## config.mk

```make
export PLATFORM = sky130hd
export DESIGN_NAME = amc_regs
export DESIGN_NICKNAME = d
export VERILOG_FILES = /design/src/rtl/amc_pkg.sv /design/src/rtl/amc_regs.sv /design/src/rtl/amc_sync.sv
export SDC_FILE = /design/constraint.sdc
export NUM_CORES = 1
export LEC_CHECK = 0
export BUFFER_PORTS_ARGS = -buffer_cell sky130_fd_sc_hd__buf_2
export CORE_MARGIN = 4
export CORE_UTILIZATION = 39
export CTS_CLUSTER_SIZE = 40
export DETAILED_ROUTE_END_ITERATION = 8
export MAX_ROUTING_LAYER = met4
export PLACE_DENSITY = 0.56
export SLEW_MARGIN = 25
export SYNTH_ARGS = -nofsm -noshare
export SYNTH_HDL_FRONTEND = slang
export SYNTH_SLANG_ARGS = --single-unit
```

## constraint.sdc

```tcl
create_clock -name sys_clk -period 5.85 [get_ports sys_clk]
set_clock_uncertainty 0.05 [all_clocks]
set_input_delay 0.2925 -clock sys_clk [delete_from_list [all_inputs] [get_ports sys_clk]]
set_output_delay 0.2925 -clock sys_clk [all_outputs]
set_load 0.02 [all_outputs]
```

## src/rtl/amc_pkg.sv

```systemverilog
/*
  Package for the converter mode register bank: register addresses, field
  positions, reset values, frame layout and power-state codes.
  Assumes a single system clock domain; the serial link is sampled.
*/
package amc_pkg;

  localparam int unsigned FRAME_BITS   = 16;
  localparam int unsigned ADDR_BITS    = 7;
  localparam int unsigned DATA_BITS    = 8;
  localparam int unsigned CNT_BITS     = 5;

  localparam logic [6:0]  ADDR_SOFT_RESET    = 7'h00;
  localparam logic [6:0]  ADDR_POWER_DOWN    = 7'h01;
  localparam logic [6:0]  ADDR_OUTPUT_TIMING = 7'h02;

  localparam int unsigned SOFT_RESET_BIT     = 7;
  localparam int unsigned PWR_SEL_LSB        = 0;
  localparam int unsigned STROBE_INVERT_BIT  = 3;
  localparam int unsigned STROBE_PHASE_LSB   = 1;
  localparam int unsigned DUTY_STAB_BIT      = 0;

  localparam logic [1:0]  PWR_RESET_VALUE    = 2'h0;
  localparam logic [3:0]  TIMING_RESET_VALUE = 4'h0;

  // phase delay in eighths of the sample period, per code
  localparam logic [2:0]  PHASE_EIGHTHS_0 = 3'h0;
  localparam logic [2:0]  PHASE_EIGHTHS_1 = 3'h1;
  localparam logic [2:0]  PHASE_EIGHTHS_2 = 3'h2;
  localparam logic [2:0]  PHASE_EIGHTHS_3 = 3'h3;

  // sleep hold after soft reset, given in ns and rounded up to system clocks
  localparam int unsigned SLEEP_HOLD_NS     = 80;
  localparam int unsigned SYS_CLK_NS        = 8;
  localparam int unsigned SLEEP_HOLD_CYCLES = (SLEEP_HOLD_NS + SYS_CLK_NS - 1) / SYS_CLK_NS;

  typedef enum logic [1:0] {
    PWR_NORMAL,
    PWR_CH2_NAP,
    PWR_BOTH_NAP,
    PWR_SLEEP
  } amc_power_type;

  typedef struct packed {
    logic       power_ch1_nap;
    logic       power_ch2_nap;
    logic       power_sleep;
    logic       sample_strobe_invert;
    logic [2:0] phase_eighths;
    logic       duty_stabilizer_enable;
  } amc_mode_type;

endpackage : amc_pkg

```

## src/rtl/amc_regs.sv

```systemverilog
/*
  Serial-programmed mode register bank of a dual-channel converter.
  Assumes the serial pins (chip select, clock, data in) come from outside
  the sys_clk domain; each is synchronised and clock edges are detected.
  The serial clock must be well below sys_clk/2 (bench: 80 ns period).
*/
// Overview of operation
// writing a one to bit 7 of register 00h clears every mode register to zero.
// a software reset also forces the converter into sleep for a short hold.
// the software reset clears itself once the sleep hold that follows the frame that set it runs out.
// register 00h is write-only and its readback is not to be relied on.
// unused bits of registers 00h, 01h and 02h are ignored on write.
// power field of 01h selects normal, channel 2 nap, both nap, or sleep.
// bit 3 of 02h inverts the output sample strobe.
// bits 2-1 of 02h delay the output strobe by 0, 1/8, 1/4 or 3/8 period.
// the host must enable the duty stabilizer whenever it uses a phase delay.
// bit 0 of 02h switches the duty cycle stabilizer on or off.
// a frame is 16 bits: read/write flag, 7 address bits msb first, 8 data bits.
// a frame starts on chip select low, takes 16 rising edges, ends on chip select high.
// a read drives the register on the serial output and changes nothing.
// the host's first frame after power-up must be a software reset.
// unused bits of readable registers read back as zero.
`timescale 1ns/1ps
module amc_regs (
  input  wire logic          sys_clk,      // 125 MHz system clock
  input  wire logic          srst,         // sync reset, high
  input  wire logic          clk_en,       // freezes all state when low
  input  wire logic          cs_n,         // serial chip select, low active
  input  wire logic          sck,          // serial clock
  input  wire logic          sdi,          // serial data in
  output logic               sdo_o,        // open-drain data out (always 0)
  output logic               sdo_oe_n,     // low while pulling sdo low
  output amc_pkg::amc_mode_type mode,      // decoded mode controls
  output logic [1:0]         power_state_select, // raw power field
  output logic               soft_reset_active   // sleep forced by soft reset
);

  typedef enum logic [1:0] {
    ST_IDLE,
    ST_SHIFT,
    ST_DONE
  } amc_state_type;

  typedef struct packed {
    amc_state_type                 st;
    logic [amc_pkg::CNT_BITS-1:0]  cnt;
    logic [amc_pkg::FRAME_BITS-1:0] shreg;
    logic                          sck_prev;
    logic                          rd;
    logic [7:0]                    rd_data;
    logic                          reset_pend;
    logic [7:0]                    hold_cnt;
    logic [1:0]                    pwr;
    logic [3:0]                    timing;
    logic                          sdo_oe_n;
    amc_pkg::amc_mode_type         mode;
    logic                          srst_act;
  } amc_regs_state_type;

  amc_regs_state_type s_q;
  amc_regs_state_type s_d;

  logic cs_n_s;
  logic sck_s;
  logic sdi_s;

  amc_sync #(.RESET_LEVEL(1'b1)) u_sync_cs (
    .sys_clk (sys_clk),
    .srst    (srst),
    .clk_en  (clk_en),
    .async_in(cs_n),
    .sync_out(cs_n_s)
  );
  amc_sync #(.RESET_LEVEL(1'b0)) u_sync_sck (
    .sys_clk (sys_clk),
    .srst    (srst),
    .clk_en  (clk_en),
    .async_in(sck),
    .sync_out(sck_s)
  );
  amc_sync #(.RESET_LEVEL(1'b0)) u_sync_sdi (
    .sys_clk (sys_clk),
    .srst    (srst),
    .clk_en  (clk_en),
    .async_in(sdi),
    .sync_out(sdi_s)
  );

  logic                       sck_rise;
  logic                       sck_fall;
  logic [amc_pkg::FRAME_BITS-1:0] frame_nxt;
  logic [6:0]                 f_addr;
  logic [7:0]                 f_data;

  assign sck_rise  = sck_s & ~s_q.sck_prev;
  assign sck_fall  = ~sck_s & s_q.sck_prev;
  assign frame_nxt = {s_q.shreg[amc_pkg::FRAME_BITS-2:0], sdi_s};
  assign f_addr    = s_q.shreg[14:8];
  assign f_data    = s_q.shreg[7:0];

  always_comb begin
    s_d          = s_q;
    s_d.sck_prev = sck_s;
    // reset bit is never stored; only the sleep hold lingers
    // countdown first so a fresh soft reset below wins over expiry
    if (s_q.reset_pend) begin
      if (s_q.hold_cnt == 8'h00) begin
        s_d.reset_pend = 1'b0;
      end else begin
        s_d.hold_cnt = s_q.hold_cnt - 8'h01;
      end
    end
    case (s_q.st)
      ST_IDLE: begin
        s_d.sdo_oe_n = 1'b1;
        if (!cs_n_s) begin
          s_d.st    = ST_SHIFT;
          s_d.cnt   = '0;
          s_d.rd    = 1'b0;
          s_d.shreg = '0;
        end
      end
      ST_SHIFT: begin
        if (cs_n_s) begin
          s_d.st       = ST_IDLE; // short frame: discarded
          s_d.sdo_oe_n = 1'b1;
        end else if (sck_rise) begin
          s_d.shreg = frame_nxt;
          s_d.cnt   = s_q.cnt + amc_pkg::CNT_BITS'(1);
          // after the address byte, capture the readback word
          if (s_q.cnt == amc_pkg::CNT_BITS'(7)) begin
            s_d.rd = frame_nxt[7];
            case (frame_nxt[6:0])
              amc_pkg::ADDR_POWER_DOWN:    s_d.rd_data = {6'h00, s_q.pwr};
              amc_pkg::ADDR_OUTPUT_TIMING: s_d.rd_data = {4'h0, s_q.timing};
              default:                     s_d.rd_data = 8'h00;
            endcase
          end
          if (s_q.cnt == amc_pkg::CNT_BITS'(amc_pkg::FRAME_BITS - 1)) begin
            s_d.st = ST_DONE;
          end
        end else if (sck_fall && s_q.rd && s_q.cnt >= amc_pkg::CNT_BITS'(8)) begin
          // open drain: pull low for a zero, release for a one
          s_d.sdo_oe_n = s_q.rd_data[7];
          s_d.rd_data  = {s_q.rd_data[6:0], 1'b0};
        end
      end
      ST_DONE: begin
        if (cs_n_s) begin
          s_d.st       = ST_IDLE;
          s_d.sdo_oe_n = 1'b1;
          if (!s_q.rd) begin
            case (f_addr)
              amc_pkg::ADDR_SOFT_RESET: begin
                if (f_data[amc_pkg::SOFT_RESET_BIT]) begin
                  s_d.pwr        = amc_pkg::PWR_RESET_VALUE;
                  s_d.timing     = amc_pkg::TIMING_RESET_VALUE;
                  s_d.reset_pend = 1'b1;
                  s_d.hold_cnt   = 8'(amc_pkg::SLEEP_HOLD_CYCLES);
                end
              end
              amc_pkg::ADDR_POWER_DOWN:    s_d.pwr    = f_data[1:0];
              amc_pkg::ADDR_OUTPUT_TIMING: s_d.timing = f_data[3:0];
              default: ;
            endcase
          end
        end else if (sck_fall && s_q.rd) begin
          s_d.sdo_oe_n = s_q.rd_data[7];
          s_d.rd_data  = {s_q.rd_data[6:0], 1'b0};
        end
      end
      default: s_d.st = ST_IDLE;
    endcase

    s_d.srst_act = s_d.reset_pend;

    s_d.mode.power_sleep   = (s_d.pwr == 2'(amc_pkg::PWR_SLEEP)) | s_d.reset_pend;
    s_d.mode.power_ch2_nap = (s_d.pwr == 2'(amc_pkg::PWR_CH2_NAP)) |
                             (s_d.pwr == 2'(amc_pkg::PWR_BOTH_NAP));
    s_d.mode.power_ch1_nap = (s_d.pwr == 2'(amc_pkg::PWR_BOTH_NAP));
    s_d.mode.sample_strobe_invert   = s_d.timing[amc_pkg::STROBE_INVERT_BIT];
    s_d.mode.duty_stabilizer_enable = s_d.timing[amc_pkg::DUTY_STAB_BIT];
    case (s_d.timing[amc_pkg::STROBE_PHASE_LSB +: 2])
      2'h0:    s_d.mode.phase_eighths = amc_pkg::PHASE_EIGHTHS_0;
      2'h1:    s_d.mode.phase_eighths = amc_pkg::PHASE_EIGHTHS_1;
      2'h2:    s_d.mode.phase_eighths = amc_pkg::PHASE_EIGHTHS_2;
      default: s_d.mode.phase_eighths = amc_pkg::PHASE_EIGHTHS_3;
    endcase
  end

  always_ff @(posedge sys_clk) begin
    if (srst) begin
      s_q          <= '0;
      s_q.st       <= ST_IDLE;
      s_q.sdo_oe_n <= 1'b1;
    end else if (clk_en) begin
      s_q <= s_d;
    end
  end

  assign sdo_o              = 1'b0;
  assign sdo_oe_n           = s_q.sdo_oe_n;
  assign mode               = s_q.mode;
  assign power_state_select = s_q.pwr;
  assign soft_reset_active  = s_q.srst_act;

  AST_SLEEP_ON_RESET: assert property (@(posedge sys_clk) disable iff (srst)
    $rose(s_q.reset_pend) |-> s_q.mode.power_sleep && s_q.pwr == 2'h0 && s_q.timing == 4'h0)
    else $error("soft reset did not clear and sleep");
  AST_RESET_SELF_CLEAR: assert property (@(posedge sys_clk) disable iff (srst || !clk_en)
    $rose(s_q.reset_pend) |-> ##[1:20] !s_q.reset_pend)
    else $error("soft reset hold did not end");
  AST_SLEEP_DECODE: assert property (@(posedge sys_clk) disable iff (srst)
    s_q.pwr == 2'h3 |-> s_q.mode.power_sleep)
    else $error("sleep code not decoded");
  AST_NAP_DECODE: assert property (@(posedge sys_clk) disable iff (srst)
    s_q.mode.power_ch1_nap |-> s_q.mode.power_ch2_nap && s_q.pwr == 2'h2)
    else $error("nap decode wrong");
  AST_INVERT: assert property (@(posedge sys_clk) disable iff (srst)
    s_q.mode.sample_strobe_invert == s_q.timing[3])
    else $error("strobe invert mismatch");
  AST_PHASE: assert property (@(posedge sys_clk) disable iff (srst)
    s_q.mode.phase_eighths == {1'b0, s_q.timing[2:1]})
    else $error("phase code mismatch");
  AST_DUTY: assert property (@(posedge sys_clk) disable iff (srst)
    s_q.mode.duty_stabilizer_enable == s_q.timing[0])
    else $error("duty stabilizer mismatch");
  AST_READ_NO_WRITE: assert property (@(posedge sys_clk) disable iff (srst)
    (s_q.st == ST_DONE && s_q.rd) |=> $stable(s_q.pwr) && $stable(s_q.timing))
    else $error("read changed a register");
  AST_SDO_IDLE: assert property (@(posedge sys_clk) disable iff (srst)
    (s_q.st == ST_IDLE) |=> (s_q.st != ST_IDLE) || s_q.sdo_oe_n)
    else $error("sdo driven outside read");
  AST_SDO_READ_ONLY: assert property (@(posedge sys_clk) disable iff (srst)
    !s_q.sdo_oe_n |-> s_q.rd && s_q.st != ST_IDLE)
    else $error("sdo pulled low outside a read");
  AST_SHIFT_COUNT: assert property (@(posedge sys_clk) disable iff (srst)
    s_q.st == ST_SHIFT |-> s_q.cnt < 5'h10)
    else $error("more than 16 bits taken");

endmodule : amc_regs

```

## src/rtl/amc_sync.sv

```systemverilog
/*
  Two-stage synchroniser for one level from outside the system clock.
  Assumes the destination clock is sys_clk; first stage read only by second.
*/
`timescale 1ns/1ps
module amc_sync #(
  parameter logic RESET_LEVEL = 1'b0
) (
  input  wire logic sys_clk,  // system clock
  input  wire logic srst,     // sync reset, high
  input  wire logic clk_en,   // clock enable
  input  wire logic async_in, // asynchronous level
  output logic      sync_out  // synchronised level
);

  logic meta_q;

  always_ff @(posedge sys_clk) begin
    if (srst) begin
      meta_q   <= RESET_LEVEL;
      sync_out <= RESET_LEVEL;
    end else if (clk_en) begin
      meta_q   <= async_in;
      sync_out <= meta_q;
    end
  end

endmodule : amc_sync

```

======== After elaboration in Yosys (flattened, before gate mapping) ========
Cells that the tools add are included.
word-level totals
  register bits ........................... 62
  input port bits ......................... 6
  logic and storage cells ................. 109
cells by class
  $add $sub $neg .......................... 2
  magnitude comparators ................... 1
  equality and inequality tests ........... 27
  mux-type cells .......................... 36
  bitwise logic cells ..................... 6
  reduce and logical (&&, ||, !) cells .... 14
operators with widths
  cell                                               number
  two-way mux 15 bit                                 4
  two-way mux 23 bit                                 2
  one-hot mux 21 bit (2 select lines)                1
  two-way mux 8 bit                                  5
  two-way mux 9 bit                                  4
  two-way mux 21 bit                                 1
  one-hot mux 4 bit (2 select lines)                 2
  one-hot mux 8 bit (2 select lines)                 1
  != test 3 x 2 -> 1 bit (second input constant)     5
  AND reduction 5 bit                                3
  == test 7 x 1 -> 1 bit (second input constant)     2
  == test 7 x 2 -> 1 bit (second input constant)     2
  != test 2 bit (second input constant)              6
  one-hot mux 2 bit (3 select lines)                 2
  == test 2 bit (second input constant)              4
  logical NOT 8 bit                                  1
  two-way mux 1 bit                                  8
  subtractor 8 x 1 -> 8 bit (second input constant)  1
  logical NOT 7 bit                                  1
  AND reduction 7 bit                                1
  == test 2 x 1 -> 1 bit (second input constant)     3
  two-way mux 2 bit                                  3
  != test 3 bit (second input constant)              2
  AND reduction 6 bit                                1
  15 further kinds                                   21

======== Depth between registers and ports, before layout ========
Gate-level depths: netlist of the first run.
  word-level depth ........................ 10
  depth in mapped cells ................... 11
  depth with buffers taken out ............ 11

======== Hierarchy ========
Synthesis of the first run repeated with hierarchy kept, for this count alone.
second synthesis, totals
  cell total of the unflattened synthesis .. 364
  area total of the unflattened synthesis .. 3030.4 sq um
by module, submodules not included
  module                     instances  cells an instance  area each (sq um)  sequential area each (sq um)
  amc_regs                   1          346                2825.2             1041.0
  amc_sync (u_sync_sck ...)  2          6                  67.6               40.0
  amc_sync (u_sync_cs)       1          6                  70.1               40.0

======== Worst setup path before layout of the first run ========
Ideal clock, no wire load.
  kind .................................... register to register
  start ................................... register s_q[56] in the netlist's numbering
  end ..................................... register s_q, in the netlist mode[5]
  library setup time ...................... 0.132 ns
  arrival time ............................ 2.040 ns
  data required time ...................... 5.668 ns
  setup slack ............................. 3.628 ns
  stages on the path, launching flop included .. 12
  period minus slack after synthesis ...... 2.222 ns
  cell sequence ........................... dfxtp_1 inv_1 ha_1 and4bb_1 nand2_1 or3_1 a22oi_1 inv_1 ha_1 nand2b_1 o22ai_1 a21oi_1
RTL lines
  what             RTL line        RTL
  start, declared  amc_regs.sv:60  amc_regs_state_type s_q;

==> summary.txt, run 1 <==
Setup path
  • Crit. Startpoint: s_q[56]$_SDFFE_PP0P_
  • Crit path to: mode[5]$_SDFFE_PP0P_
  • Worst R2R Start: s_q[56]$_SDFFE_PP0P_
  • Worst Setup End Kind: flop
  • Worst reg2reg setup slack: 3.39 ns
  • Worst path required time: 5.97 ns
  • Maximum fanout along the worst path: 7
  • Worst r2r path cells: 11
  • Critical R2R Capture: mode[5]$_SDFFE_PP0P_
  • WP data arrival: about 2.6 ns
  • Startpoint types: flop
  • WS Path Type: flop to flop

Timing
  • Fin. Hold Viols: 0
  • Slew HR: 0.3380
  • Post-Route Setup TNS: 0 ns
  • Worst slew pin tran: 0.9930 ns
  • Slew Viols, Final: 0
  • Final Cycle Share: 0.4208
  • Setup WS post-layout: 3.388 ns
  • Highest clock rate: 406.3 MHz
  • RSZ-0062 raised after global routing: no
  • Period minus WS final: 2.462 ns
  • Final-report setup violation count: 0

Worst hold path
  • Hold Crit Class: input pin to flop

Route
  • Wl on met1: 2858 um
  • Vias: 2199
  • Initial DRC count: 86
  • DRC viols: 0
  • Wire length on met2: 2441 um
  • WL met3: between 200 and 250 um
  • Routed Antenna Nets: 0
  • Via density: a little over 5
  • Post-Route WL: 5610 um
  • Max Used Layer: met4
  • 1st-pass router iterations: 4
  • Drt wl/cell: between 10 and 15 um

GRT
  • Total track usage: 0.1439
  • Largest net degree at the start of global routing: 54
  • Total gr overflow: 0
  • First-pass GRT wire length: 9597 um
  • Vias in the first global route: 2021
  • Antenna violations before repair: 0

Clock tree
  • TritonCTS clock tree: done
  • H-tree Lvls: 3
  • Worst skew pair latency: 0.33 ns
  • CTS Hold Buffers Added: 0
  • Post_cts resized: 0
  • # Post-CTS Setup Buffers: 0
  • Clk root buf: clkbuf_8
  • TritonCTS Buffers: 9
  • Sink Count: 58
  • Longest Clk Path Bufs: 2
  • Clock slew at reported path FFs: approximately 0.07 ns

Pwr
  • Worst vdd ir: 99.59 uV
  • Pwr per Cell Area: 250.8 nW/um2
  • Leakage power: 1.104 nW
  • Total Power: 0.0007614 W

Cells and area
  • N_diodes: 0
  • Area grow syn2layout: 8.110%
  • Layout cells sized above 1: 0.1390
  • Post-layout nets: 343
  • Post-Route Utilization: 0.4395

Die
  • Die Y-Extent: between 90 and 100 um
  • Num ports: 19
  • Site row count: 30
  • Die area: 8621 um2
  • Starting Density: 0.4065
  • Core Region: between 6000 and 7000 um2
  • DIE WIDTH: 92.85 um

Status
  • Status: finished clean

Placed design
  • I/O Buffers: 16
  • GP Congestion: roughly 0.8
  • Dpl hpwl: 3759 um
  • Pre-CTS WS: 3.395 ns

Synthesis
  • Main synth FF type: dfxtp_1
  • Synth async-reset ratio: 0
  • Synth Warn #: 0
  • Sequential-to-total area share from yosys stat: 0.4135
  • Top post-synthesis cells by area: dfxtp_1 (41%), nor2_1 (6.6%), a22oi_1 (5.1%)
  • Number of synthesized flops with an enable pin: 0
  • Distinct cells, synth: 56
  • Yosys top cell area share: 0.4135
  • Post-synthesis register bit count: 58
  • Biggest area consumer among synthesized cells: dfxtp_1
  • Syn_area_per_cell: 8.666 um2
  • Syn Std Cell Area: around 2800 um2
  • Post-Syn Instances: 324

Run
  • Max Cap Viol: 0
[Yosys cell counts (2+ instances only)]
cell type / count
a211o_1: 2
a211oi_1: 5
a21oi_1: 20
a21oi_2: 2
a22oi_1: 19
a31oi_1: 2
and3_1: 2
and4b_1: 2
buf_2: 7
buf_4: 11
clkbuf_1: 8
dfxtp_1: 58
ha_1: 11
inv_1: 15
mux2i_1: 11
nand2_1: 23
nand2b_1: 5
nand3_1: 5
nand3b_1: 2
nand4_1: 2
nor2_1: 49
nor2_2: 2
nor2b_1: 4
nor3_1: 7
nor4_1: 2
o21ai_0: 8
o22ai_1: 5
or3_1: 3
or3b_1: 4
xor2_1: 2
[stage by stage]
stage | cell area [um2] | std cells | hold slack, ns
after floorplan | 2811 | 325 | 0.3649
final | 3035 | 427 | 0.1134
after global placement | 2864 | 411 | 0.3904
after CTS | 3035 | 427 | 0.1012
after detailed placement | 2864 | 411 | 0.3973
after global routing | 3035 | 427 | 0.1126
[sequential cells by signal (all words and copies together) (netlist names)]
signal / count
u_sync_cs.meta_q: 1
power_state_select: 2
u_sync_sck.meta_q: 1
sdo_oe_n: 1
f_addr: 7
s_q: 29
f_data: 8
mode: 4
u_sync_sdi.sync_out: 1
u_sync_sdi.meta_q: 1
u_sync_cs.sync_out: 1
u_sync_sck.sync_out: 1
soft_reset_active: 1
[critical path: stages, from the launching register on]
cell      delay (ns)
dfxtp_1         0.34
inv_1           0.08
ha_1            0.31
and4bb_1        0.26
nand2_1         0.07
or3_1           0.40
a22oi_1         0.21
inv_1           0.07
ha_1            0.18
nand2b_1        0.13
o22ai_1         0.12
a21oi_1         0.08
[power by group]
part / internal [W] / switching [W] / leakage, nW / total [W]
clock: 0.000163 / 0.000162 / 0.0851 / 0.000325
combinational: 0.0000107 / 0.0000242 / 0.551 / 0.0000349
sequential: 0.000398 / 0.00000333 / 0.468 / 0.000402
total: 0.000572 / 0.000189 / 1.10 / 0.000761
[worst min path at each step]
stage / startpoint / endpoint / slack (ns) / cells past startpoint
global placement: s_q[31]$_SDFFE_PP0P_ / s_q[31]$_SDFFE_PP0P_ / 0.39 / 2
finish: cs_n / u_sync_cs.meta_q$_SDFFE_PP1P_ / 0.11 / 2
floorplan: cs_n / u_sync_cs.meta_q$_SDFFE_PP1P_ / 0.36 / 1
CTS: cs_n / u_sync_cs.meta_q$_SDFFE_PP1P_ / 0.10 / 2
detailed placement: s_q[31]$_SDFFE_PP0P_ / s_q[31]$_SDFFE_PP0P_ / 0.40 / 2
global route: cs_n / u_sync_cs.meta_q$_SDFFE_PP1P_ / 0.11 / 2
[placed cells by master (no fill, tap or decap), types with 3 or more instances in the layout]
master,count
dfxtp_1,58
nor2_1,49
nand2_1,23
a21oi_1,20
a22oi_1,19
buf_2,16
inv_1,15
mux2i_1,11
ha_1,11
clkbuf_8,10
o21ai_0,8
nor3_1,7
nand2b_1,5
nand3_1,5
o22ai_1,5
a211oi_1,5
or3b_1,4
nor2b_1,4
or3_1,3
clkinv_2,3
[layer usage]
| layer | vias up | track usage |
|---|---|---|
| met2 | 35 | 0.1992 |
| met4 | 0 | 0.08059 |
| met1 | 1017 | 0.1918 |
| met3 | 10 | 0.03331 |
| met5 | - | - |
| li1 | 1137 | - |
[cell families after synthesis]
kind of cell               after synthesis  synth area share
DFF                                     58            0.4135
other                                    1          0.001336
xor gates and xnor gates                 3          0.009360
AOI/OAI and AO/OA                       72            0.1756
and+or+nand+nor                        126            0.2353
muxes                                   12           0.04323
adders and majority gates               11           0.04902
buffers and inverters                   41           0.07264
[area by class of cell]
type,instances,area [um2]
Clock buffer,11,141.4
Clock inverter,5,30.03
Fill cell,717,3871
Inverter,15,56.30
Multi-Input combinational cell,226,1446
Sequential cell,58,1161
Tap cell,96,120.1
Timing Repair Buffer,16,80.08
(Power assumes the default switching activity.)
==> run 2: changes to the inputs <==
--- a/config.mk
+++ b/config.mk
@@ -11,7 +11,7 @@
 export CTS_CLUSTER_SIZE = 40
 export DETAILED_ROUTE_END_ITERATION = 8
 export MAX_ROUTING_LAYER = met4
-export PLACE_DENSITY = 0.56
+export PLACE_DENSITY = 0.59
 export SLEW_MARGIN = 25
 export SYNTH_ARGS = -nofsm -noshare
 export SYNTH_HDL_FRONTEND = slang
==> constraint.sdc (replaced) <==
create_clock -name sys_clk -period 2.1 [get_ports sys_clk]
set_clock_uncertainty 0.05 [all_clocks]
set_input_delay 0.105 -clock sys_clk [delete_from_list [all_inputs] [get_ports sys_clk]]
set_output_delay 0.105 -clock sys_clk [all_outputs]
set_load 0.02 [all_outputs]
==> run 2 against run 1 <==
Net effect: wire length increased by 4.4%; worst hold slack got worse by 0.0020 ns; non-clock buffer count increased by 21; power increased to 3.1 times the previous value; register-to-register slack got worse by 3.3 ns; core utilization increased by 3.9 points; cell count increased by 4.9%; setup slack got worse by 3.3 ns; clock power increased to 3.5 times the previous value; global-route usage increased by 0.58 points.
==> summary.txt, run 2 (synthesis gave the netlist of run 1 again) <==
Status
  • Status: finished clean

Setup path
  • WS Path Type: flop to flop
  • WP data arrival: 2.22 ns (-0.37 ns)
  • Max stage delay on crit path: 0.35 ns (-0.05 ns)
  • Crit-path cells: inv_2 -> ha_4 -> and4bb_1 -> nand2_2 -> or3_4 -> a22o_1 -> ha_4 -> nand2b_4 -> o22ai_2 -> a21oi_1
  • Worst path required time: 2.27 ns (-3.70 ns)
  • Maximum fanout along the worst path: 4 (-3)
  • Worst Setup End Kind: flop
  • Startpoint types: flop
  • Most used cell along the critical path: ha_4
  • Crit. Startpoint: s_q[56]$_SDFFE_PP0P_
  • Slowest cell on crit path: or3_4
  • Worst R2R Start: s_q[56]$_SDFFE_PP0P_

Cells and area
  • Layout cells sized above 1: 0.2188 (+0.07978)
  • Area grow syn2layout: 17.83%
  • Max reg flops: 29 (unchanged)
  • Post-Layout Cell Count: 448 (+4.9%)
  • Most common cell after layout, fill and taps aside: dfxtp_1
  • Commonest non-fill, non-tap cells in the layout: dfxtp_1 (56), nor2_1 (49), nand2_1 (22)
  • Post-layout nets: 364 (+6.1%)
  • N_diodes: 0 (unchanged)
  • Top reg by flops: s_q

Route
  • Vias: 2280 (+3.7%)
  • Via density: 5.089 (-1.2%)
  • Drt wl/cell: 13.07 um (-0.49%)
  • 1st-pass router iterations: 4 (unchanged)
  • DRC viols: 0 (unchanged)
  • Initial DRC count: 128 (+49%)
  • Routed Antenna Nets: 0 (unchanged)
  • Post-Route WL: 5857 um (+4.4%)

Timing
  • Period minus WS final: 2.054 ns (-0.4075 ns)
  • Final Cycle Share: 0.9781 (+0.5574)
  • Post-Route Setup TNS: 0 ns (unchanged)
  • Highest clock rate: 486.8 MHz (+20%)
  • RSZ-0062 raised after global routing: yes
  • Worst slew pin tran: 0.5273 ns (-0.4658 ns)
  • Slew HR: 0.6485 (+0.3105)
  • Min Hold Slack: 0.1114 ns (-0.002045 ns)
  • Slew Viols, Final: 0 (unchanged)
  • Final-report setup violation count: 0 (unchanged)
  • Fin. Hold Viols: 0 (unchanged)

Pwr
  • Pwr per Cell Area: 723.0 nW/um2 (+190%)
  • Leakage power: 1.235 nW (+12%)
  • Worst vdd ir: 241.6 uV (+140%)
  • Total Power: 0.002392 W (+210%)

Clock tree
  • Sink Count: 58 (unchanged)
  • TritonCTS clock tree: done
  • Worst skew pair latency: 0.33 ns (about the same)
  • TritonCTS Buffers: 9 (unchanged)
  • Clk root buf: clkbuf_8
  • Longest Clk Path Bufs: 2 (unchanged)
  • Clock slew at reported path FFs: 0.07 ns (about the same)
  • H-tree Lvls: 3 (unchanged)

Placed design
  • Placed Instances: 426 (+3.6%)
  • I/O Buffers: 16 (unchanged)
  • Dpl hpwl: 4056 um (+7.9%)
  • GP Congestion: 0.8148 (+0.84%)

Run
  • Max Cap Viol: 0 (unchanged)

Die
  • Num ports: 19 (unchanged)
  • Site row count: 30 (unchanged)
  • DIE WIDTH: 92.85 um (unchanged)
  • Die Y-Extent: 92.85 um (unchanged)
  • Die area: 8621 um2 (unchanged)
  • Core Region: 6907 um2 (unchanged)
  • Starting Density: 0.4065 (unchanged)

GRT
  • Largest net degree at the start of global routing: 30 (-44%)
  • Antenna violations before repair: 0 (unchanged)
  • Vias in the first global route: 2225 (+10%)
  • First-pass GRT wire length: 10160 um (+5.8%)
  • Total gr overflow: 0 (unchanged)
  • Total track usage: 0.1497 (+0.005837)

Worst hold path
  • Hold Crit Class: input pin to flop
  • Worst Min Path Start: clk_en
-- run 2: changes by cell type in the layout (fill, tap and decap cells not counted), sizes merged --
cell / before / now
buf: 16 / 34
bufinv: 0 / 2
clkinv: 3 / 2
clkinvlp: 2 / 1
dlygate4sd3: 0 / 3
-- run 2: path summary, 6_finish.rpt --
check	endpoint	slack (ns)	cells past startpoint
hold / removal	u_sync_cs.meta_q$_SDFFE_PP1P_	0.11	2
hold reg to reg	s_q[25]$_SDFFE_PP0P_	0.41	2
setup / recovery	mode[5]$_SDFFE_PP0P_	0.05	10
setup reg to reg	mode[5]$_SDFFE_PP0P_	0.05	10
-- run 2: final cells by class --
cell class | instances | area [um2]
clock buffers | 11 | 141.4
fillers | 689 | 3598
clock inverters | 5 | 77.57
multi-input cells | 226 | 1504
flip-flops and latches | 58 | 1164
inverters | 15 | 56.30
repair buffers | 37 | 245.2
well taps | 96 | 120.1
-- run 2: report_power, final --
group / switching, W / internal [W] / leakage, nW
sequential: 0.00000719 / 0.00111 / 0.469
combinational: 0.0000743 / 0.0000467 / 0.656
clock: 0.000457 / 0.000697 / 0.109
total: 0.000538 / 0.00185 / 1.23
-- run 2: metal layers --
metal  global-route usage  routed length, um
met1               0.1853               2834
met4              0.06105                 85
met3              0.03493                154
met2               0.2352               2782
met5                    -                  0
-- run 2: worst max-delay path, delay by kind of cell, from the launching register on --
family / cells / cell delay [ns]
buffers and inverters: 1 / 0.07
adders and majority gates: 2 / 0.29
AOI/OAI and AO/OA: 3 / 0.42
and+or+nand+nor: 4 / 0.79
DFF: 1 / 0.32
-- run 2: per-stage QoR --
step | instance area (um2) | setup WS [ns] | util
5_1_grt | 3308 | -0.05505 | 0.4790
6_report | 3308 | 0.04593 | 0.4790
2_1_floorplan | 2834 | 0.03245 | -
3_3_place_gp | 2999 | 0.05434 | 0.4342
4_1_cts | 3248 | 0.008261 | 0.4703
3_5_place_dp | 2999 | 0.01165 | 0.4342
-- run 2: timing repair --
action	4_1_cts	5_1_grt
gates resized for setup	0	9
hold buffers	3	0
setup endpoints to repair	0	6
buffers inserted	0	3
hold endpoints to repair	3	0
